File: config.mk
export PLATFORM = sky130hd
export DESIGN_NAME = edo_top
export DESIGN_NICKNAME = d
export VERILOG_FILES = /design/src/rtl/edo_pkg.sv /design/src/rtl/edo_blink.sv /design/src/rtl/edo_top.sv
export VERILOG_INCLUDE_DIRS = /design/src /design/src/rtl
export SDC_FILE = /design/constraint.sdc
export NUM_CORES = 1
export LEC_CHECK = 0
export BUFFER_PORTS_ARGS = -buffer_cell sky130_fd_sc_hd__buf_2
export CAP_MARGIN = 20
export CORE_UTILIZATION = 50
export DETAILED_ROUTE_END_ITERATION = 10
export GPL_TIMING_DRIVEN = 0
export PLACE_DENSITY_LB_ADDON = 0.08
export SETUP_SLACK_MARGIN = 0.1
export SLEW_MARGIN = 40
export SYNTH_ARGS = -nofsm -noshare
export SYNTH_HDL_FRONTEND = slang
export SYNTH_SLANG_ARGS = --single-unit
File: constraint.sdc
create_clock -name clk -period 4.6 [get_ports clk]
set_clock_uncertainty 0.1 [all_clocks]
set_input_delay 0.23 -clock clk [delete_from_list [all_inputs] [get_ports clk]]
set_output_delay 0.23 -clock clk [all_outputs]
set_load 0.03 [all_outputs]
File: src/rtl/edo_map.svh
// edo_map.svh - offsets, field positions, reset values and timing counts
// assumes: included by bare name from rtl files; definitions only
`ifndef EDO_MAP_SVH
`define EDO_MAP_SVH

// ----------------------------------------
// process image layout
// ----------------------------------------
`define EDO_OUT_OFFSET 8'h00
`define EDO_OUT_RESET 8'h00
`define EDO_NUM_CH 8
`define EDO_IN_BYTES 0

// ----------------------------------------
// fieldbus object addressing
// ----------------------------------------
`define EDO_CO_INDEX 16'h6200
`define EDO_CO_SUB_BYTE 8'h00
`define EDO_EC_SUB_FIRST 8'h01
`define EDO_EC_SUB_LAST 8'h08

// ----------------------------------------
// timing
// ----------------------------------------
`define EDO_CLK_HZ 100000000
`define EDO_BLINK_HZ 2
// half period of the blink in clock cycles
`define EDO_BLINK_HALF_CYC (`EDO_CLK_HZ / (`EDO_BLINK_HZ * 2))

`endif

File: src/rtl/edo_pkg.sv
// edo_pkg.sv - types for the eight channel digital output block
// assumes: constants come from edo_map.svh
package edo_pkg;

  // health inputs gathered as one carrier
  typedef struct packed {
    logic bus_power_ok;
    logic bus_comm_ok;
    logic overload;
    logic short_circuit;
    logic overheat;
    logic config_error;
  } edo_health_s;

  // indicator outputs
  typedef struct packed {
    logic run_indicator;
    logic fault_indicator;
    logic [7:0] channel_indicator;
  } edo_leds_s;

  // overall module condition decoded for the indicators
  typedef enum logic [2:0] {
    EDO_NO_POWER,
    EDO_OK,
    EDO_ERR_COMM_OK,
    EDO_ERR_NO_COMM,
    EDO_IDLE_NO_COMM
  } edo_cond_e;

endpackage

File: src/rtl/edo_blink.sv
// edo_blink.sv - divider giving a square wave for a blinking indicator
// assumes: one clock, synchronous active low reset
`timescale 1ns/1ps
`include "edo_map.svh"

module edo_blink #(
  parameter int HALF_CYC = `EDO_BLINK_HALF_CYC
) (
  input wire logic clk,
  input wire logic rst_n,
  output logic blink
);

  localparam int CW = $clog2(HALF_CYC + 1);
  logic [CW-1:0] cnt_reg;
  logic blink_reg;

  // a zero half period would leave the counter with no bits
  if (HALF_CYC < 1) begin
    $error("edo_blink: HALF_CYC must be at least 1");
  end

  // terminal count toggles the phase; enable pulse style, one clock
  always_ff @(posedge clk) begin
    if (!rst_n) begin
      cnt_reg <= '0;
      blink_reg <= 1'b0;
    end else if (cnt_reg == CW'(HALF_CYC - 1)) begin
      cnt_reg <= '0;
      blink_reg <= ~blink_reg;
    end else begin
      cnt_reg <= cnt_reg + CW'(1);
    end
  end

  assign blink = blink_reg;

endmodule

File: src/rtl/edo_top.sv
// edo_top.sv - eight channel digital output with status indicators
// assumes: the bus interface delivers a one-cycle write strobe with the
// output byte, and health flags arrive as pins from other clock domains
// assumes: one clock, reset synchronous and active low
// ----------------------------------------
// Overview of operation
// RQ1 - host writes one byte; bit n drives output channel n
// RQ2 - no input bytes; data flows only from host to outputs
// RQ3 - byte reachable at index 6200h; channels as subindex 01h to 08h (subindex writes are taken under any index, not only 6200h)
// RQ4 - channel indicator follows its output level
// RQ5 - comm ok and no error: run on, fault off
// RQ6 - comm ok with overload, short or overheat: run and fault on
// RQ7 - no comm with error: run off, fault on
// RQ8 - bus power failed: run and fault both off
// RQ9 - configuration error: fault blinks at 2 Hz
// RQ10 - outputs held low after reset until first byte written
// ----------------------------------------
`timescale 1ns/1ps
`include "edo_map.svh"

module edo_top #(
  parameter int NUM_CH = `EDO_NUM_CH,
  parameter int BLINK_HALF_CYC = `EDO_BLINK_HALF_CYC
) (
  input wire logic clk,
  input wire logic rst_n,
  input wire logic out_wr,
  input wire logic [7:0] out_addr,
  input wire logic [7:0] output_state_byte,
  input wire logic obj_wr,
  input wire logic [15:0] obj_index,
  input wire logic [7:0] obj_subindex,
  input wire logic [7:0] obj_data,
  input wire edo_pkg::edo_health_s health,
  output logic [7:0] dout,
  output edo_pkg::edo_leds_s leds,
  output logic [7:0] input_bytes_used,
  output logic outputs_valid
);

  // only the eight channel image is implemented; refuse other widths
  if (NUM_CH != 8) begin
    $error("edo_top: only eight channels are supported");
  end
  // the blink divider needs at least one cycle per phase
  if (BLINK_HALF_CYC < 1) begin
    $error("edo_top: BLINK_HALF_CYC must be at least 1");
  end

  // ----------------------------------------
  // health pin synchronisers
  // ----------------------------------------
  localparam int HW = $bits(edo_pkg::edo_health_s);
  logic [HW-1:0] sync1_reg, sync2_reg, sync3_reg;
  edo_pkg::edo_health_s health_reg;

  // three stages; a change counts once stages two and three agree
  // reset value zero reads as bus power failed, so lamps stay dark until pins settle
  always_ff @(posedge clk) begin
    if (!rst_n) begin
      sync1_reg <= '0;
      sync2_reg <= '0;
      sync3_reg <= '0;
    end else begin
      sync1_reg <= health;
      sync2_reg <= sync1_reg;
      sync3_reg <= sync2_reg;
    end
  end

  // per-bit agreement filter keeps glitches off the indicators
  always_ff @(posedge clk) begin
    if (!rst_n) begin
      health_reg <= '0;
    end else begin
      for (int i = 0; i < HW; i++) begin
        if (sync2_reg[i] == sync3_reg[i]) begin
          health_reg[i] <= sync3_reg[i];
        end
      end
    end
  end

  // ----------------------------------------
  // output image
  // ----------------------------------------
  logic [7:0] out_reg;
  logic valid_reg;
  logic img_wr;
  logic [7:0] img_next;

  // bit mask for one fieldbus subindex, channel 0 at first subindex
  // out of range subindex gives an empty mask, which the caller treats as no write
  function automatic logic [7:0] sub_mask(input logic [7:0] sub);
    logic [7:0] m;
    m = 8'h00;
    if (sub >= `EDO_EC_SUB_FIRST && sub <= `EDO_EC_SUB_LAST) begin
      m = 8'h01 << 3'(sub - `EDO_EC_SUB_FIRST);
    end
    return m;
  endfunction

  // merge process image write and object writes into one next value
  // process image write has priority when both strobes meet in one cycle
  always_comb begin
    img_wr = 1'b0;
    img_next = out_reg;
    // RQ1 byte write
    if (out_wr && out_addr == `EDO_OUT_OFFSET) begin
      img_wr = 1'b1;
      img_next = output_state_byte;
    // RQ3 index 6200h
    end else if (obj_wr && obj_index == `EDO_CO_INDEX && obj_subindex == `EDO_CO_SUB_BYTE) begin
      img_wr = 1'b1;
      img_next = obj_data;
    // RQ3 per-channel subindex
    end else if (obj_wr && sub_mask(obj_subindex) != 8'h00) begin
      img_wr = 1'b1;
      img_next = obj_data[0] ? (out_reg | sub_mask(obj_subindex))
                             : (out_reg & ~sub_mask(obj_subindex));
    end
  end

  // an accepted write sets outputs_valid for good; only reset clears it
  // RQ10 outputs low until written
  always_ff @(posedge clk) begin
    if (!rst_n) begin
      out_reg <= `EDO_OUT_RESET;
      valid_reg <= 1'b0;
    end else if (img_wr) begin
      out_reg <= img_next;
      valid_reg <= 1'b1;
    end
  end

  // RQ1 drive channels from image
  assign dout = out_reg;
  assign outputs_valid = valid_reg;
  // the block answers no reads, so the host input area stays empty
  // RQ2 no input area used
  assign input_bytes_used = 8'(`EDO_IN_BYTES);

  // ----------------------------------------
  // indicators
  // ----------------------------------------
  logic blink;
  edo_pkg::edo_cond_e cond;
  logic any_err;
  edo_pkg::edo_leds_s leds_reg;

  edo_blink #(
    .HALF_CYC(BLINK_HALF_CYC)
  ) edo_blink_inst (
    .clk(clk),
    .rst_n(rst_n),
    .blink(blink)
  );

  // any one of the three load faults counts as a module error
  assign any_err = health_reg.overload | health_reg.short_circuit | health_reg.overheat;

  // decode module condition, power failure first
  // no comm without error is not in the lamp table; both lamps stay dark then, except fault blinks on a config error
  always_comb begin
    if (!health_reg.bus_power_ok) begin
      cond = edo_pkg::EDO_NO_POWER;
    end else if (health_reg.bus_comm_ok && !any_err) begin
      cond = edo_pkg::EDO_OK;
    end else if (health_reg.bus_comm_ok) begin
      cond = edo_pkg::EDO_ERR_COMM_OK;
    end else if (any_err) begin
      cond = edo_pkg::EDO_ERR_NO_COMM;
    end else begin
      cond = edo_pkg::EDO_IDLE_NO_COMM;
    end
  end

  // registered indicators; config blink overrides the fault lamp only
  // channel lamps lag dout by one cycle, far below anything visible
  // divider free-runs, so the first blink phase after a config error may be short
  always_ff @(posedge clk) begin
    if (!rst_n) begin
      leds_reg <= '0;
    end else begin
      // RQ4 channel lamps follow outputs
      leds_reg.channel_indicator <= out_reg;
      case (cond)
        // RQ8 no bus power
        edo_pkg::EDO_NO_POWER: begin
          leds_reg.run_indicator <= 1'b0;
          leds_reg.fault_indicator <= 1'b0;
        end
        // RQ5 healthy module
        edo_pkg::EDO_OK: begin
          leds_reg.run_indicator <= 1'b1;
          leds_reg.fault_indicator <= 1'b0;
        end
        // RQ6 error with comm
        edo_pkg::EDO_ERR_COMM_OK: begin
          leds_reg.run_indicator <= 1'b1;
          leds_reg.fault_indicator <= 1'b1;
        end
        // RQ7 error without comm
        edo_pkg::EDO_ERR_NO_COMM: begin
          leds_reg.run_indicator <= 1'b0;
          leds_reg.fault_indicator <= 1'b1;
        end
        default: begin
          // no comm and no error: run dark, nothing to report
          leds_reg.run_indicator <= 1'b0;
          leds_reg.fault_indicator <= 1'b0;
        end
      endcase
      // RQ9 config error blink
      if (health_reg.config_error && health_reg.bus_power_ok) begin
        leds_reg.fault_indicator <= blink;
      end
    end
  end

  // indicators leave straight from flip-flops
  assign leds = leds_reg;

endmodule

# == After elaboration in Yosys (flattened, before gate mapping) ==
# Index checks and enable logic that the tools add are counted.
# word_totals
out_inout_bits,27
reg_bits,69
# op_classes
n_bitwise,7
n_reduce_logical,14
shifts,1
eq_ne,11
order_cmp,2
addsub,2
muxes,19
# ops
operator,n
8-bit two-way mux,10
25-bit by 1-bit adder with 25-bit output (second input constant),1
25-bit equality test (second input constant),1
16-bit by 15-bit equality test with 1-bit output (second input constant),1
8-bit logical NOT,2
3-bit two-way mux,4
8-bit AND,1
8-bit by 1-bit greater-or-equal comparator with 1-bit output (second input constant),1
8-bit by 4-bit <= comparator with 1-bit output (second input constant),1
8-bit inverter,1
8-bit OR,1
8-bit nonzero test,1
1-bit by 3-bit << shifter with 8-bit output (first input constant),1
1-bit logical AND,7
1-bit equality test,6
3-bit by 2-bit equality test with 1-bit output (second input constant),2
2-bit case mux with 3 select lines,1
1-bit two-way mux,4
3-bit by 1-bit equality test with 1-bit output (second input constant),1
3-bit nonzero test,1
3-bit by 1-bit subtractor with 3-bit output (second input constant),1
1-bit inverter,2
1-bit OR,2
2-bit AND reduction,1
2 further kinds,2

# == Longest topological paths before layout ==
# logic_depth
ltp_word,16
depth_mapped,7

# == By module ==
# Synthesis repeated with hierarchy kept, for this count alone.
# hier_totals
cells_unflattened,341
area_unflattened_um2,3083.0
# modules_own_cells
mod,area_each_um2,cells_each,seq_area_each_um2,n_inst
edo_top,1853.0,198,860.8,1
edo_blink,1229.9,143,520.5,1

# == Worst setup path before layout ==
# Ideal clock, no wire load.
# synth_timing
path_type,input port to flip-flop
start,in obj_subindex[6]
end,reg (tool-made name)
slack_ns,2.540
stages,6
t_required_ns,4.377
arrival_ns,1.836
path_cell_list,or3_4 -> or4_1 -> o31a_1 -> buf_6 -> o21ai_2 -> mux2_1
# synth_lines
element,line_no,source
"start, declared",edo_top.sv:32,"input wire logic [7:0] obj_subindex,"

# == Worst setup path in the final report ==
# layout_timing
start,reg edo_blink_inst.cnt_reg[0]
end,reg edo_blink_inst.cnt_reg[15]
# layout_via
elab_chain_len,2
# layout_lines
element,line_no,source
"start, declared",edo_blink.sv:15,logic [CW-1:0] cnt_reg;
"start signal, assigned",edo_blink.sv:32,cnt_reg <= cnt_reg + CW'(1);
"parallel branches: the longest is 2 deep, another holds 25-bit by 1-bit adder with 25-bit output",n/a,
# Parallel ways; which one is timed is not known.
# A chain may end at the register's enable or synchronous reset.

==> flow_metrics.env <==
export IMPL_die_h_um=79.5
export IMPL_synth_edf_count=0
export IMPL_hp_class="in -> reg"
export IMPL_min_period_ns=2.26
export IMPL_power_density_mw_per_mm2=329
export IMPL_maxCapViolCount=0
export IMPL_crit_type="reg -> reg"
export IMPL_worstSetupStartpointType="register"
export IMPL_cts_root_buffer="clkbuf_8"
export IMPL_ys_flop_type="dfxtp_1"
export IMPL_grt_antenna_before_repair=0
export IMPL_num_rows=27
export IMPL_rsz0062_at_grt="no"
export IMPL_layout_drive_gt1_share_pct=25.2
export IMPL_synth_warning_count=0
export IMPL_cp_end_kind="register"
export IMPL_io_buffers=75
export IMPL_status="finished clean"
export IMPL_fill_cells=492
export IMPL_grt_pass1_wl_um=10200
export IMPL_grt_pass1_vias=2401
export IMPL_tritoncts="done"
export IMPL_antenna_cells=0
export IMPL_fmax_mhz=443
export IMPL_drc_errors=0
export IMPL_yosysMostFrequentCell="dfxtp_1"
export IMPL_arrival_ns=2.37
export IMPL_tightest_slew_ns=0.757
export IMPL_vias=2566
export IMPL_place_gp_congestion=0.843
export IMPL_async_reset_ff_share_pct=0
export IMPL_ys_top_cells_by_area="dfxtp_1, xnor2_1, nor2_1, and2_1, nand2_1"
export IMPL_die_area_mm2=0.00632
export IMPL_detail_route_wl_per_cell_um=12.1
export IMPL_clock_path_buffers=2
export IMPL_netlist_top_cell_by_area="dfxtp_1"
export IMPL_fin_cells=509
export IMPL_final_setup_tns_ns=0
export IMPL_routed_via_density=5.04
export IMPL_routed_wl_um=6130
export IMPL_synth_avg_cell_area_um2=9.02
export IMPL_synthTopCellsByCount="dfxtp_1, nor2_1, nand2_1"
export IMPL_fp_dieW_um=79.5
export IMPL_hold_worst_slack_ns=0.111
export IMPL_drt_initial_drc_count=71
export IMPL_final_nets=496
export IMPL_grtUsageTotal_pct=20.9
export IMPL_hpwl_um=4640
export IMPL_slew_violations=0
export IMPL_hold_viol_final=0
export IMPL_setup_violations=0
export IMPL_ys_seq_elements=69
export IMPL_synth_cell_types=41
export IMPL_rr_worst_depth=7
export IMPL_worstPathMaxFanout=10
export IMPL_cts_sinks=69
export IMPL_start_util_pct=53.2
export IMPL_syn_cell_area_mm2=0.00300
export IMPL_power_leakage_uw=0.00158
export IMPL_place_inst=487
export IMPL_ios=85
export IMPL_syn_inst=333
export IMPL_crit_required_ns=4.71
export IMPL_firstDrtPassIters=5
export IMPL_max_slew_margin_pct=49.1
export IMPL_hold_path_depth=2
export IMPL_path_clk_slew_ns=0.08
export IMPL_finalCritPeriodShare_pct=49.1
export IMPL_worstSkewPairLatency_ns=0.34
export IMPL_area_growth_pct=25.9
export IMPL_ys_seq_area_share_pct=46.0
export IMPL_yosysTopAreaCellShare_pct=46.0
export IMPL_grt_max_degree=15
export IMPL_gr_total_overflow=0
export IMPL_vdd_drop_max_mv=0.240
export IMPL_cts_made_buffers=9
export IMPL_ant_nets=0
export IMPL_design_core_area_mm2=0.00564
export IMPL_htreeDepth=3
-- where the power goes --
part,switching (uW),total (uW),internal (uW)
combinational,42.8,81.2,38.4
clock,241,554,313
sequential,4.25,610,606
total,288,1240,957
-- final cells by class --
cell class,instances,area [um^2],share of cell area (%)
inverters,13,48.8,1.29
multi-input cells,237,1480,39.2
plain buffers,21,116,3.08
flip-flops and latches,69,1380,36.5
well taps,72,90.1,2.38
repair buffers,81,435,11.5
clock buffers,9,124,3.27
clock inverters,7,103,2.71
-- stage by stage --
| stage | worst slack, ns | util, % | instance area (um^2) | power [uW] |
|---|---|---|---|---|
| 3_3_place_gp | 2.35 | 62.0 | 3500 | 699 |
| 6_report | 2.34 | 67.0 | 3780 | 1240 |
| 5_1_grt | 2.22 | 67.0 | 3780 | 1300 |
| 4_1_cts | 2.33 | 67.0 | 3780 | 1260 |
| 3_5_place_dp | 2.34 | 62.0 | 3500 | 701 |
| 2_1_floorplan | 2.54 | - | 3030 | 666 |
-- cell families after synthesis --
| logic type | count (synthesis) | share of synthesized area [%] |
|---|---|---|
| AO/OA/AOI/OAI | 35 | 8.04 |
| XOR/XNOR | 24 | 7.00 |
| other | 1 | 0.125 |
| AND/OR/NAND/NOR | 156 | 28.0 |
| adder cells (fa/ha/maj) | 6 | 2.50 |
| buffers and inverters | 34 | 5.50 |
| flip-flops | 69 | 46.0 |
| multiplexers | 8 | 2.83 |
-- worst paths after layout --
kind	slack [ns]	start	to
max	2.34	edo_blink_inst.cnt_reg[0]$_SDFF_PP0_	edo_blink_inst.cnt_reg[15]$_SDFF_PP0_
max reg2reg	2.34	edo_blink_inst.cnt_reg[0]$_SDFF_PP0_	edo_blink_inst.cnt_reg[15]$_SDFF_PP0_
min	0.11	rst_n	leds[5]$_SDFF_PN0_
min reg2reg	0.34	sync1_reg[3]$_SDFF_PN0_	sync2_reg[3]$_SDFF_PN0_
-- cell usage in the layout (no fill, tap or decap), drive strengths merged, types with 6 or more instances in the layout --
master / instances
a21oi: 9
inv: 17
and3: 6
dfxtp: 69
dlygate4sd3: 6
ha: 6
buf: 86
and2: 22
nand2: 25
nand3: 15
clkbuf: 19
nand4: 13
nor4: 8
nor2: 38
xnor2: 18
xor2: 6
o21ai: 13
conb: 8
nor3: 9
-- critical path, stage by stage, from the launching register on --
cell and delay (ns):
dfxtp_1 0.37, ha_1 0.19, nand3_1 0.19, nor2_1 0.25, nand4_1 0.28, nand2_1 0.25
clkbuf_1 0.40, nor2_1 0.10
-- per-layer routing --
layer  part of all wire [%]  up-vias  track usage [%]  wire [um]
li1                       -     1332                -          -
met1                     45     1145             24.0       2750
met2                     47       74             35.6       2890
met3                    5.4       15             5.60        330
met4                    2.6        0             10.5        158
met5                      0        -                0          0
-- what timing repair did --
| item | in CTS | in global routing |
|---|---|---|
| gates resized for setup | 0 | 0 |
| hold buffers | 6 | 0 |
| hold endpoints to repair | 6 | 0 |
| setup buffers | 0 | 0 |
No activity file was read; power rests on OpenSTA's default activity.
